File: src/hdl/pitb_pkg.sv
// Constants, register map and carrier types for the interrupt and time-base block.
// Assumes a 100 MHz system clock and an Avalon-MM master with 32-bit data.
package pitb_pkg;
   // Number of request sources
   localparam int NUM_SRC = 14;
   // Source indices, lowest index wins when several are pending
   localparam logic [3:0] SRC_TICK0 = 4'h0;
   localparam logic [3:0] SRC_TOUCH = 4'h1;
   localparam logic [3:0] SRC_CTM_P = 4'h2;
   localparam logic [3:0] SRC_CTM_A = 4'h3;
   localparam logic [3:0] SRC_PTM1_P = 4'h4;
   localparam logic [3:0] SRC_PTM1_A = 4'h5;
   localparam logic [3:0] SRC_SPORT = 4'h6;
   localparam logic [3:0] SRC_EEPROM = 4'h7;
   localparam logic [3:0] SRC_SIFACE = 4'h8;
   localparam logic [3:0] SRC_TICK1 = 4'h9;
   localparam logic [3:0] SRC_PTM2_P = 4'hA;
   localparam logic [3:0] SRC_PTM2_A = 4'hB;
   localparam logic [3:0] SRC_CONV = 4'hC;
   localparam logic [3:0] SRC_LOWSUP = 4'hD;
   // Register byte offsets
   localparam logic [4:0] OFS_CLK_SEL = 5'h00;
   localparam logic [4:0] OFS_TICK_CTRL = 5'h04;
   localparam logic [4:0] OFS_FLAGS = 5'h08;
   localparam logic [4:0] OFS_ENABLES = 5'h0C;
   localparam logic [4:0] OFS_GLOBAL = 5'h10;
   localparam logic [4:0] OFS_STATUS = 5'h14;
   // Field positions
   localparam int CS_T0_LSB = 0;
   localparam int CS_T1_LSB = 4;
   localparam int TC_T0_PER_LSB = 0;
   localparam int TC_T0_ON = 3;
   localparam int TC_T1_PER_LSB = 4;
   localparam int TC_T1_ON = 7;
   localparam int GLB_EN_BIT = 0;
   localparam int ST_REQ_BIT = 8;
   // Implemented bits of the clock-select register
   localparam logic [7:0] CS_MASK = 8'h33;
   // Reset values
   localparam logic [7:0] CLK_SEL_RST = 8'h00;
   localparam logic [7:0] TICK_CTRL_RST = 8'h00;
   localparam logic [NUM_SRC-1:0] SRC_RST = 14'h0000;
   // Prescaler source codes
   localparam logic [1:0] PSRC_SYS = 2'h0;
   localparam logic [1:0] PSRC_SYS_DIV4 = 2'h1;
   localparam logic [1:0] PSRC_SUB = 2'h2;
   localparam logic [1:0] PSRC_HS = 2'h3;
   // Prescaler width and shortest period (2^8)
   localparam int PRESC_W = 15;
   localparam logic [PRESC_W-1:0] PERIOD_BASE = 15'h0100;
   localparam logic [PRESC_W-1:0] PRESC_ONE = 15'h0001;
   localparam logic [1:0] DIV4_TOP = 2'h3;
   // Synchronised pin indices
   localparam int PIN_LOWSUP = 0;
   localparam int PIN_SUB = 1;
   localparam int PIN_HS = 2;
   localparam int NUM_PIN = 3;
   // Configuration of one time base
   typedef struct packed {
      logic on;
      logic [2:0] period;
      logic [1:0] src;
   } pitb_tick_cfg_t;
   // Bus answer states, one-hot
   typedef enum logic [1:0] {
      BUS_IDLE = 2'b01,
      BUS_ACK = 2'b10
   } pitb_bus_state_t;
endpackage

File: src/hdl/pitb_top.sv
// Peripheral request flags, enables, vectoring and two periodic time bases.
// Assumes peripheral events are one-cycle pulses on clk_sys_i; low-supply, sub
// and high-speed clock inputs are asynchronous and are synchronised here.
// Behaviour
// RULE_01 - conversion done sets its request flag
// RULE_02 - vector only with global, own enable, stack free
// RULE_03 - service clears own flag and global enable
// RULE_04 - time-base overflow sets its request flag
// RULE_05 - fifteen-bit prescaler, four selectable clock sources
// RULE_06 - clock-select fields at bits 5:4, 1:0
// RULE_07 - time-base on bits 7 and 3
// RULE_08 - period select gives 2^8 to 2^15
// RULE_09 - two comparator requests per timer, own flags
// RULE_10 - comparator flag cleared on service
// RULE_11 - EEPROM write end sets flag, service clears
// RULE_12 - low supply sets flag, service clears
// RULE_13 - touch slot overflow sets flag, service clears
// RULE_14 - serial interface byte, match, timeout set flag
// RULE_15 - six serial port conditions form low pulse
// RULE_16 - service clears only combined serial port flag
// RULE_17 - any flag rising wakes the device
// RULE_18 - pin and low supply flags wake too
// RULE_19 - software presets flag to block a wake
// RULE_20 - flag stays set until serviced or cleared
// RULE_21 - return from interrupt sets global enable
// RULE_22 - no acknowledge while return stack full
// RULE_23 - fixed priority picks one pending request
// RULE_24 - running time base wraps every period
//
// Our own choices: the address map and the Avalon-MM slave port.
module pitb_top
   import pitb_pkg::*;
(
   input wire logic clk_sys_i,
   input wire logic rst_i,
   input wire logic [4:0] avs_address_i,
   input wire logic avs_read_i,
   input wire logic avs_write_i,
   input wire logic [31:0] avs_writedata_i,
   input wire logic [3:0] avs_byteenable_i,
   output logic [31:0] avs_readdata_o,
   output logic avs_waitrequest_o,
   input wire logic conv_done_i,
   input wire logic [1:0] compact_timer_match_i,
   input wire logic [3:0] periodic_timer_match_i,
   input wire logic eeprom_write_done_i,
   input wire logic touch_slot_ovf_i,
   input wire logic [3:0] serial_iface_evt_i,
   input wire logic [5:0] serial_port_cond_i,
   input wire logic low_supply_async_i,
   input wire logic sub_clk_i,
   input wire logic hs_clk_i,
   input wire logic stack_full_i,
   input wire logic irq_ack_i,
   input wire logic return_from_irq_i,
   output logic irq_req_o,
   output logic [3:0] irq_vector_o,
   output logic wake_o
);
   // Shortest tick period in system clocks, used by a check below
   localparam int FAST_PERIOD = 256;

   // Pin synchroniser chain and filtered levels
   logic [NUM_PIN-1:0] pin_raw;
   logic [NUM_PIN-1:0] sync1;
   logic [NUM_PIN-1:0] sync2;
   logic [NUM_PIN-1:0] sync3;
   logic [NUM_PIN-1:0] pin_lvl;
   logic [NUM_PIN-1:0] pin_lvl_d;
   logic [NUM_PIN-1:0] next_pin_lvl;
   logic [NUM_PIN-1:0] pin_rise;
   // Divide-by-four strobe
   logic [1:0] div4_cnt;
   logic [1:0] next_div4_cnt;
   logic div4_tick;
   // Software registers
   logic [7:0] clk_sel;
   logic [7:0] next_clk_sel;
   logic [7:0] tick_ctrl;
   logic [7:0] next_tick_ctrl;
   logic [NUM_SRC-1:0] enables;
   logic [NUM_SRC-1:0] next_enables;
   logic glob_en;
   logic next_glob_en;
   // Request flags and their previous value
   logic [NUM_SRC-1:0] flags;
   logic [NUM_SRC-1:0] next_flags;
   logic [NUM_SRC-1:0] flags_d;
   logic [NUM_SRC-1:0] set_vec;
   logic [NUM_SRC-1:0] clr_vec;
   logic [NUM_SRC-1:0] pending;
   logic [NUM_SRC-1:0] wmask;
   // Serial port condition edges
   logic [5:0] sport_cond_d;
   logic sport_req_n;
   // Core handshake
   logic next_irq_req;
   logic [3:0] next_vector;
   logic next_wake;
   // Time bases
   pitb_tick_cfg_t tick_cfg [2];
   logic [1:0] tick_ovf;
   // Bus slave
   pitb_bus_state_t bus_state;
   pitb_bus_state_t next_bus_state;
   logic [31:0] next_readdata;
   logic bus_req;
   logic wr_fire;

   assign pin_raw[PIN_LOWSUP] = low_supply_async_i;
   assign pin_raw[PIN_SUB] = sub_clk_i;
   assign pin_raw[PIN_HS] = hs_clk_i;

   // Filtered level follows only when stages two and three agree
   always_comb begin
      for (int p = 0; p < NUM_PIN; p++) begin
         next_pin_lvl[p] = (sync2[p] == sync3[p]) ? sync3[p] : pin_lvl[p];
      end
   end

   // Three-stage synchroniser and filtered level
   always_ff @(posedge clk_sys_i) begin
      if (rst_i) begin
         sync1 <= '0;
         sync2 <= '0;
         sync3 <= '0;
         pin_lvl <= '0;
         pin_lvl_d <= '0;
      end else begin
         sync1 <= pin_raw;
         sync2 <= sync1;
         sync3 <= sync2;
         pin_lvl <= next_pin_lvl;
         pin_lvl_d <= pin_lvl;
      end
   end

   // Rising edges of filtered pins
   assign pin_rise = pin_lvl & ~pin_lvl_d;

   // System clock divided by four
   always_comb begin
      next_div4_cnt = 2'(div4_cnt + 2'h1);
   end

   always_ff @(posedge clk_sys_i) begin
      if (rst_i) begin
         div4_cnt <= 2'h0;
      end else begin
         div4_cnt <= next_div4_cnt;
      end
   end

   assign div4_tick = (div4_cnt == DIV4_TOP);

   // Unpack time-base configuration from the two registers
   always_comb begin
      tick_cfg[0].on = tick_ctrl[TC_T0_ON]; // see RULE_07
      tick_cfg[0].period = tick_ctrl[TC_T0_PER_LSB +: 3]; // see RULE_08
      tick_cfg[0].src = clk_sel[CS_T0_LSB +: 2]; // see RULE_06
      tick_cfg[1].on = tick_ctrl[TC_T1_ON]; // see RULE_07
      tick_cfg[1].period = tick_ctrl[TC_T1_PER_LSB +: 3]; // see RULE_08
      tick_cfg[1].src = clk_sel[CS_T1_LSB +: 2]; // see RULE_06
   end

   // Two independent time bases
   for (genvar t = 0; t < 2; t++) begin : g_tick
      logic [PRESC_W-1:0] cnt; // Prescaler count
      logic [PRESC_W-1:0] next_cnt;
      logic [PRESC_W-1:0] mask; // Period minus one
      logic adv; // Prescaler clock strobe
      logic ovf;

      // Source select, period mask and wrap
      always_comb begin
         unique case (tick_cfg[t].src) // see RULE_05
            PSRC_SYS: adv = 1'b1;
            PSRC_SYS_DIV4: adv = div4_tick;
            PSRC_SUB: adv = pin_rise[PIN_SUB];
            PSRC_HS: adv = pin_rise[PIN_HS];
         endcase
         // Shift past bit 14 leaves zero, so code 7 gives all ones
         mask = PRESC_W'((PERIOD_BASE << tick_cfg[t].period) - PRESC_ONE); // see RULE_08
         ovf = tick_cfg[t].on && adv && ((cnt & mask) == mask); // see RULE_04
         if (!tick_cfg[t].on) begin
            next_cnt = '0; // see RULE_07
         end else if (ovf) begin
            next_cnt = '0; // see RULE_24
         end else if (adv) begin
            next_cnt = PRESC_W'(cnt + PRESC_ONE);
         end else begin
            next_cnt = cnt;
         end
      end

      always_ff @(posedge clk_sys_i) begin
         if (rst_i) begin
            cnt <= '0;
         end else begin
            cnt <= next_cnt;
         end
      end

      assign tick_ovf[t] = ovf;
   end

   // Serial port: a new condition gives an active-low request pulse
   assign sport_req_n = ~|(serial_port_cond_i & ~sport_cond_d); // see RULE_15

   // Hardware set sources
   always_comb begin
      set_vec = '0;
      set_vec[SRC_TICK0] = tick_ovf[0]; // see RULE_04
      set_vec[SRC_TICK1] = tick_ovf[1]; // see RULE_04
      set_vec[SRC_TOUCH] = touch_slot_ovf_i; // see RULE_13
      set_vec[SRC_CTM_P] = compact_timer_match_i[0]; // see RULE_09
      set_vec[SRC_CTM_A] = compact_timer_match_i[1]; // see RULE_09
      set_vec[SRC_PTM1_P] = periodic_timer_match_i[0];
      set_vec[SRC_PTM1_A] = periodic_timer_match_i[1];
      set_vec[SRC_PTM2_P] = periodic_timer_match_i[2];
      set_vec[SRC_PTM2_A] = periodic_timer_match_i[3];
      set_vec[SRC_SPORT] = ~sport_req_n; // see RULE_15
      set_vec[SRC_EEPROM] = eeprom_write_done_i; // see RULE_11
      set_vec[SRC_SIFACE] = |serial_iface_evt_i; // see RULE_14
      set_vec[SRC_CONV] = conv_done_i; // see RULE_01
      set_vec[SRC_LOWSUP] = pin_rise[PIN_LOWSUP]; // see RULE_12, RULE_18
   end

   // Bus handshake: one wait cycle, then the access takes effect
   assign bus_req = avs_read_i | avs_write_i;
   assign avs_waitrequest_o = bus_req && (bus_state == BUS_IDLE);
   assign wr_fire = avs_write_i && (bus_state == BUS_ACK);

   // Byte lanes for the 14-bit flag and enable words
   assign wmask = {{(NUM_SRC - 8){avs_byteenable_i[1]}}, {8{avs_byteenable_i[0]}}};

   // Service clears only the vectored source
   always_comb begin
      clr_vec = '0;
      if (irq_ack_i) begin
         clr_vec[irq_vector_o] = 1'b1; // see RULE_03, RULE_10, RULE_16
      end
   end

   // Flag, enable and configuration next values
   always_comb begin
      next_flags = flags;
      next_enables = enables;
      next_clk_sel = clk_sel;
      next_tick_ctrl = tick_ctrl;
      next_glob_en = glob_en;
      if (wr_fire) begin
         unique case (avs_address_i)
            OFS_CLK_SEL: begin
               if (avs_byteenable_i[0]) begin
                  next_clk_sel = avs_writedata_i[7:0] & CS_MASK; // see RULE_06
               end
            end
            OFS_TICK_CTRL: begin
               if (avs_byteenable_i[0]) begin
                  next_tick_ctrl = avs_writedata_i[7:0]; // see RULE_07
               end
            end
            OFS_FLAGS: begin
               // Software may set a flag to block its wake
               next_flags = (flags & ~wmask) | (avs_writedata_i[NUM_SRC-1:0] & wmask);
            end
            OFS_ENABLES: begin
               next_enables = (enables & ~wmask) | (avs_writedata_i[NUM_SRC-1:0] & wmask);
            end
            OFS_GLOBAL: begin
               if (avs_byteenable_i[0]) begin
                  next_glob_en = avs_writedata_i[GLB_EN_BIT];
               end
            end
            default: begin
               // Unmapped or read-only: write ignored
            end
         endcase
      end
      // Flags hold until serviced or written; a set in the same cycle wins
      next_flags = (next_flags & ~clr_vec) | set_vec; // see RULE_20
      // Service blocks nesting, return from interrupt reopens
      if (irq_ack_i) begin
         next_glob_en = 1'b0; // see RULE_03
      end
      if (return_from_irq_i) begin
         next_glob_en = 1'b1; // see RULE_21
      end
   end

   // Pending requests and priority pick
   assign pending = flags & enables;

   always_comb begin
      next_vector = irq_vector_o;
      for (int s = NUM_SRC - 1; s >= 0; s--) begin
         if (pending[s]) begin
            next_vector = 4'(s); // see RULE_23
         end
      end
      // Drop the request in the acknowledge cycle so it is not taken twice
      next_irq_req = glob_en && !stack_full_i && (|pending) && !irq_ack_i; // see RULE_02, RULE_22
      // Wake on any flag rising, enables ignored
      next_wake = |(flags & ~flags_d); // see RULE_17, RULE_18
   end

   // Register state
   always_ff @(posedge clk_sys_i) begin
      if (rst_i) begin
         flags <= SRC_RST;
         flags_d <= SRC_RST;
         enables <= SRC_RST;
         clk_sel <= CLK_SEL_RST;
         tick_ctrl <= TICK_CTRL_RST;
         glob_en <= 1'b0;
         sport_cond_d <= '0;
         irq_req_o <= 1'b0;
         irq_vector_o <= SRC_TICK0;
         wake_o <= 1'b0;
      end else begin
         flags <= next_flags;
         flags_d <= flags;
         enables <= next_enables;
         clk_sel <= next_clk_sel;
         tick_ctrl <= next_tick_ctrl;
         glob_en <= next_glob_en;
         sport_cond_d <= serial_port_cond_i;
         irq_req_o <= next_irq_req;
         irq_vector_o <= next_vector;
         wake_o <= next_wake;
      end
   end

   // Read mux, sampled in the wait cycle
   always_comb begin
      next_readdata = avs_readdata_o;
      next_bus_state = bus_state;
      unique case (bus_state)
         BUS_IDLE: begin
            if (bus_req) begin
               next_bus_state = BUS_ACK;
               next_readdata = '0;
               if (avs_read_i) begin
                  unique case (avs_address_i)
                     OFS_CLK_SEL: next_readdata[7:0] = clk_sel;
                     OFS_TICK_CTRL: next_readdata[7:0] = tick_ctrl;
                     OFS_FLAGS: next_readdata[NUM_SRC-1:0] = flags;
                     OFS_ENABLES: next_readdata[NUM_SRC-1:0] = enables;
                     OFS_GLOBAL: next_readdata[GLB_EN_BIT] = glob_en;
                     OFS_STATUS: begin
                        next_readdata[3:0] = irq_vector_o;
                        next_readdata[ST_REQ_BIT] = irq_req_o;
                     end
                     default: next_readdata = '0;
                  endcase
               end
            end
         end
         BUS_ACK: begin
            next_bus_state = BUS_IDLE;
         end
         default: begin
            next_bus_state = BUS_IDLE;
         end
      endcase
   end

   // Bus state and read data register
   always_ff @(posedge clk_sys_i) begin
      if (rst_i) begin
         bus_state <= BUS_IDLE;
         avs_readdata_o <= '0;
      end else begin
         bus_state <= next_bus_state;
         avs_readdata_o <= next_readdata;
      end
   end
endmodule

File: config.mk
export PLATFORM = sky130hd
export DESIGN_NAME = pitb_top
export DESIGN_NICKNAME = d
export VERILOG_FILES = /design/src/hdl/pitb_pkg.sv /design/src/hdl/pitb_top.sv
export SDC_FILE = /design/constraint.sdc
export NUM_CORES = 1
export LEC_CHECK = 0
export BUFFER_PORTS_ARGS = -buffer_cell sky130_fd_sc_hd__buf_2
export CAP_MARGIN = 20
export CELL_PAD_IN_SITES_DETAIL_PLACEMENT = 0
export CELL_PAD_IN_SITES_GLOBAL_PLACEMENT = 2
export CORE_MARGIN = 3
export CORE_UTILIZATION = 33
export DETAILED_ROUTE_END_ITERATION = 8
export GPL_TIMING_DRIVEN = 0
export PLACE_DENSITY_LB_ADDON = 0.1
export SYNTH_ARGS = -nofsm -noshare
export SYNTH_HDL_FRONTEND = slang
export SYNTH_SLANG_ARGS = --single-unit
File: constraint.sdc
create_clock -name clk_sys_i -period 3.1 [get_ports clk_sys_i]
set_input_delay 0.62 -clock clk_sys_i [delete_from_list [all_inputs] [get_ports clk_sys_i]]
set_output_delay 0.62 -clock clk_sys_i [all_outputs]
set_load 0.01 [all_outputs]
==> metrics.yaml <==
outcome: "complete, no violations"
synthFlopType: "dfxtp_1"
path_cells: "clkbuf_1 > or3_1 > ha_1 > and2_1 > o21ai_0 > a21oi_1 > a211oi_2 > a21o_1 > buf_2 > nor2_1"
p_comb_share_pct: 5.8
worst_r2r_startpoint: "tick_ctrl[0]"
diodes: 0
final_area_sq_mm: 0.00715
start_util_pct: 33.8
ff2ff_setup_slack_ns: 0.42
ios: 109
wl_per_cell_um: 16.9
cp_slowest_stage_delay_ns: 0.46
drt-pass1-iter-count: 7
slowest_stage: "or3_1"
startpoint_type: "flip-flop"
finalNonFillerCells: 1017
r2r_cells: 10
total_power_uw: 4030
gr-usage-all-layers_pct: 17.6
clk_latency_ns: 0.41
grt_overflow: 0
die-area_sq_mm: 0.0193
ys_warn_count: 0
cts_tree: "done"
fin_crit_sh_pct: 86.4
drive_gt1_share_pct: 17.7
drv_slew: 0
wirelength_mm: 17.2
clockBufferDepth: 2
endpoint_kind: "flip-flop"
worstSetupPathType: "reg -> reg"
area_growth_pct: 22.4
mostFrequentLayoutCells: "130 x dfxtp_1, 118 x nor2_1, 74 x buf_2"
worstPathRequired_ns: 3.40
finalWorstSetupSlack_ns: 0.421
crit_end: "g_tick[0].cnt[13]"
synth_edf_count: 0
grt_pass1_wl_mm: 26.9
io_buffers: 69
core_area_sq_mm: 0.0173
avgViaCountPerCell: 5.00
fin_crit_ns: 2.68
vias: 5081
p_sw_share_pct: 23.1
die_w_um: 139
slew_headroom_pct: 51.8
pwr-share-clk_pct: 51.3
path_clk_slew_ns: 0.06
p_sw_uw: 931
hold_class: "in -> reg"
cts_sinks: 130
cp_max_fo: 10
p_int_uw: 3100
tightest_slew_ns: 0.720
final_hold_viol_count: 0
post_dp_cell_area_sq_mm: 0.00653
sequentialPowerShare_pct: 42.9
grt_max_degree: 17
syn_avg_cell_area_sq_um: 8.66
drt_iter0_markers: 243
syn-cell-area_sq_mm: 0.00584
clock.fmax_mhz: 373
placedCellCount: 985
antenna_found_initial: 0
async_reset_ff_share_pct: 0
synth.distinct_cells: 61
die_y_um: 139
leakage_uw: 0.00277
rsz0062_at_grt: "false"
gp_congestion: 0.842
grt_pass1_vias: 4692
setup_viol: 0
syn_inst: 674
num-nets-final: 853
final_common_cell: "dfxtp_1"
fin_setup_tns_ns: 0
route.detailed.drc: 0
dp_hpwl_mm: 13.1
skew_ns: 0.00686
fp-row-count: 48
p_per_area_mw_per_mm2: 564
drv_cap: 0
dp_slack_ns: 0.216
ys_seq_area_share_pct: 44.6
ys_ff_latch: 130
timing.rr.end: "g_tick[0].cnt[13]"
ir_worst_vdd_uv: 379
htree_num_levels: 4
crit_path_start: "tick_ctrl[0]"
ant_nets: 0
post_cts_buffers: 0
cts_buffers: 17
n_fill_cell: 1797
critical_path_arrival_ns: 2.98
root_buffer: "clkbuf_16"
cell families (layout without fill, tap and decap cells):
logic type               after synthesis  count (layout)  synth area share (%)
adder cells (fa/ha/maj)                4               4                 0.857
multiplexers                          48              48                  8.74
AO/OA/AOI/OAI                        120             120                  13.4
flip-flops                           130             130                  44.6
AND/OR/NAND/NOR                      277             277                  23.0
other                                  1              18                0.0642
buffers and inverters                 72             173                  6.02
XOR/XNOR                              22              22                  3.30
worst min-delay path by stage:
stage	from	endpoint	slack, ns	cells after the start
2_1_floorplan	div4_cnt[0]	div4_cnt[0]	0.40	1
3_3_place_gp	div4_cnt[0]	div4_cnt[0]	0.42	1
3_5_place_dp	sync1[2]	sync2[2]	0.42	1
4_1_cts	hs_clk_i	sync1[2]	0.40	2
5_1_grt	hs_clk_i	sync1[2]	0.41	2
6_report	periodic_timer_match_i[3]	flags[11]	0.41	3
power by group through the flow:
stage                     sequential (uW)  combinational (uW)  clock [uW]
final                                1730                 232        2070
after global routing                 1730                 256        2190
after CTS                            1730                 233        2120
after detailed placement             1770                 232           0
after global placement               1770                 230           0
after floorplan                      1760                 135           0
repair_timing:
item | CTS | global route
hold buffers | 0 | 0
gates resized for setup | 0 | 1
endpoints found under the setup margin | 0 | 10
hold endpoints to repair | 0 | 0
synthesized netlist by cell type (4+ instances only):
master | n | area, sq um
nand3_1 | 19 | 95.1
xor2_1 | 15 | 131
dfxtp_1 | 130 | 2600
a221oi_1 | 4 | 35.0
inv_1 | 30 | 113
clkbuf_1 | 15 | 56.3
xnor2_1 | 7 | 61.3
ha_1 | 4 | 50.1
nor2b_1 | 23 | 144
mux2_2 | 4 | 45.0
buf_2 | 5 | 25.0
nor3_1 | 10 | 50.1
nand2b_1 | 7 | 43.8
nand3b_1 | 5 | 37.5
a22oi_1 | 19 | 143
o21ai_0 | 22 | 110
buf_4 | 18 | 135
a21oi_1 | 31 | 155
or3_1 | 6 | 37.5
a31oi_1 | 9 | 56.3
nand4_1 | 12 | 75.1
nand2_1 | 46 | 173
mux2i_1 | 42 | 420
and3_1 | 4 | 25.0
and2_1 | 6 | 37.5
nor2_1 | 118 | 443
o22ai_1 | 8 | 50.1
layer usage:
metal	part of all wire, %	track usage (%)	vias up
li1	-	-	2516
met1	50	26.0	2395
met2	43	25.4	152
met3	5.7	4.55	18
met4	1.6	5.15	0
met5	0	0	-
metrics by stage:
step | utilization [%] | hold WS, ns
6_report | 41.3 | 0.410
5_1_grt | 41.3 | 0.406
4_1_cts | 41.3 | 0.398
3_5_place_dp | 37.7 | 0.423
3_3_place_gp | 37.7 | 0.420
2_1_floorplan | - | 0.399
cell type report:
type                            count  area (sq um)  area share [%]
Inverter                           30           113            1.58
Buffer                             42           239            3.34
Clock inverter                     12           156            2.19
Tap cell                          225           282            3.94
Multi-Input combinational cell    489          2950            41.3
Clock buffer                       20           457            6.39
Sequential cell                   130          2600            36.4
Timing Repair Buffer               69           345            4.83
critical path, delay by kind of cell (launching register included):
| kind | cells | cell delay, ns |
|---|---|---|
| AO/OA/AOI/OAI | 4 | 0.80 |
| buffers and inverters | 2 | 0.43 |
| adder cells (fa/ha/maj) | 1 | 0.31 |
| AND/OR/NAND/NOR | 3 | 0.72 |
| flip-flops | 1 | 0.29 |
Note: power is estimated with default switching activity, not from simulation.
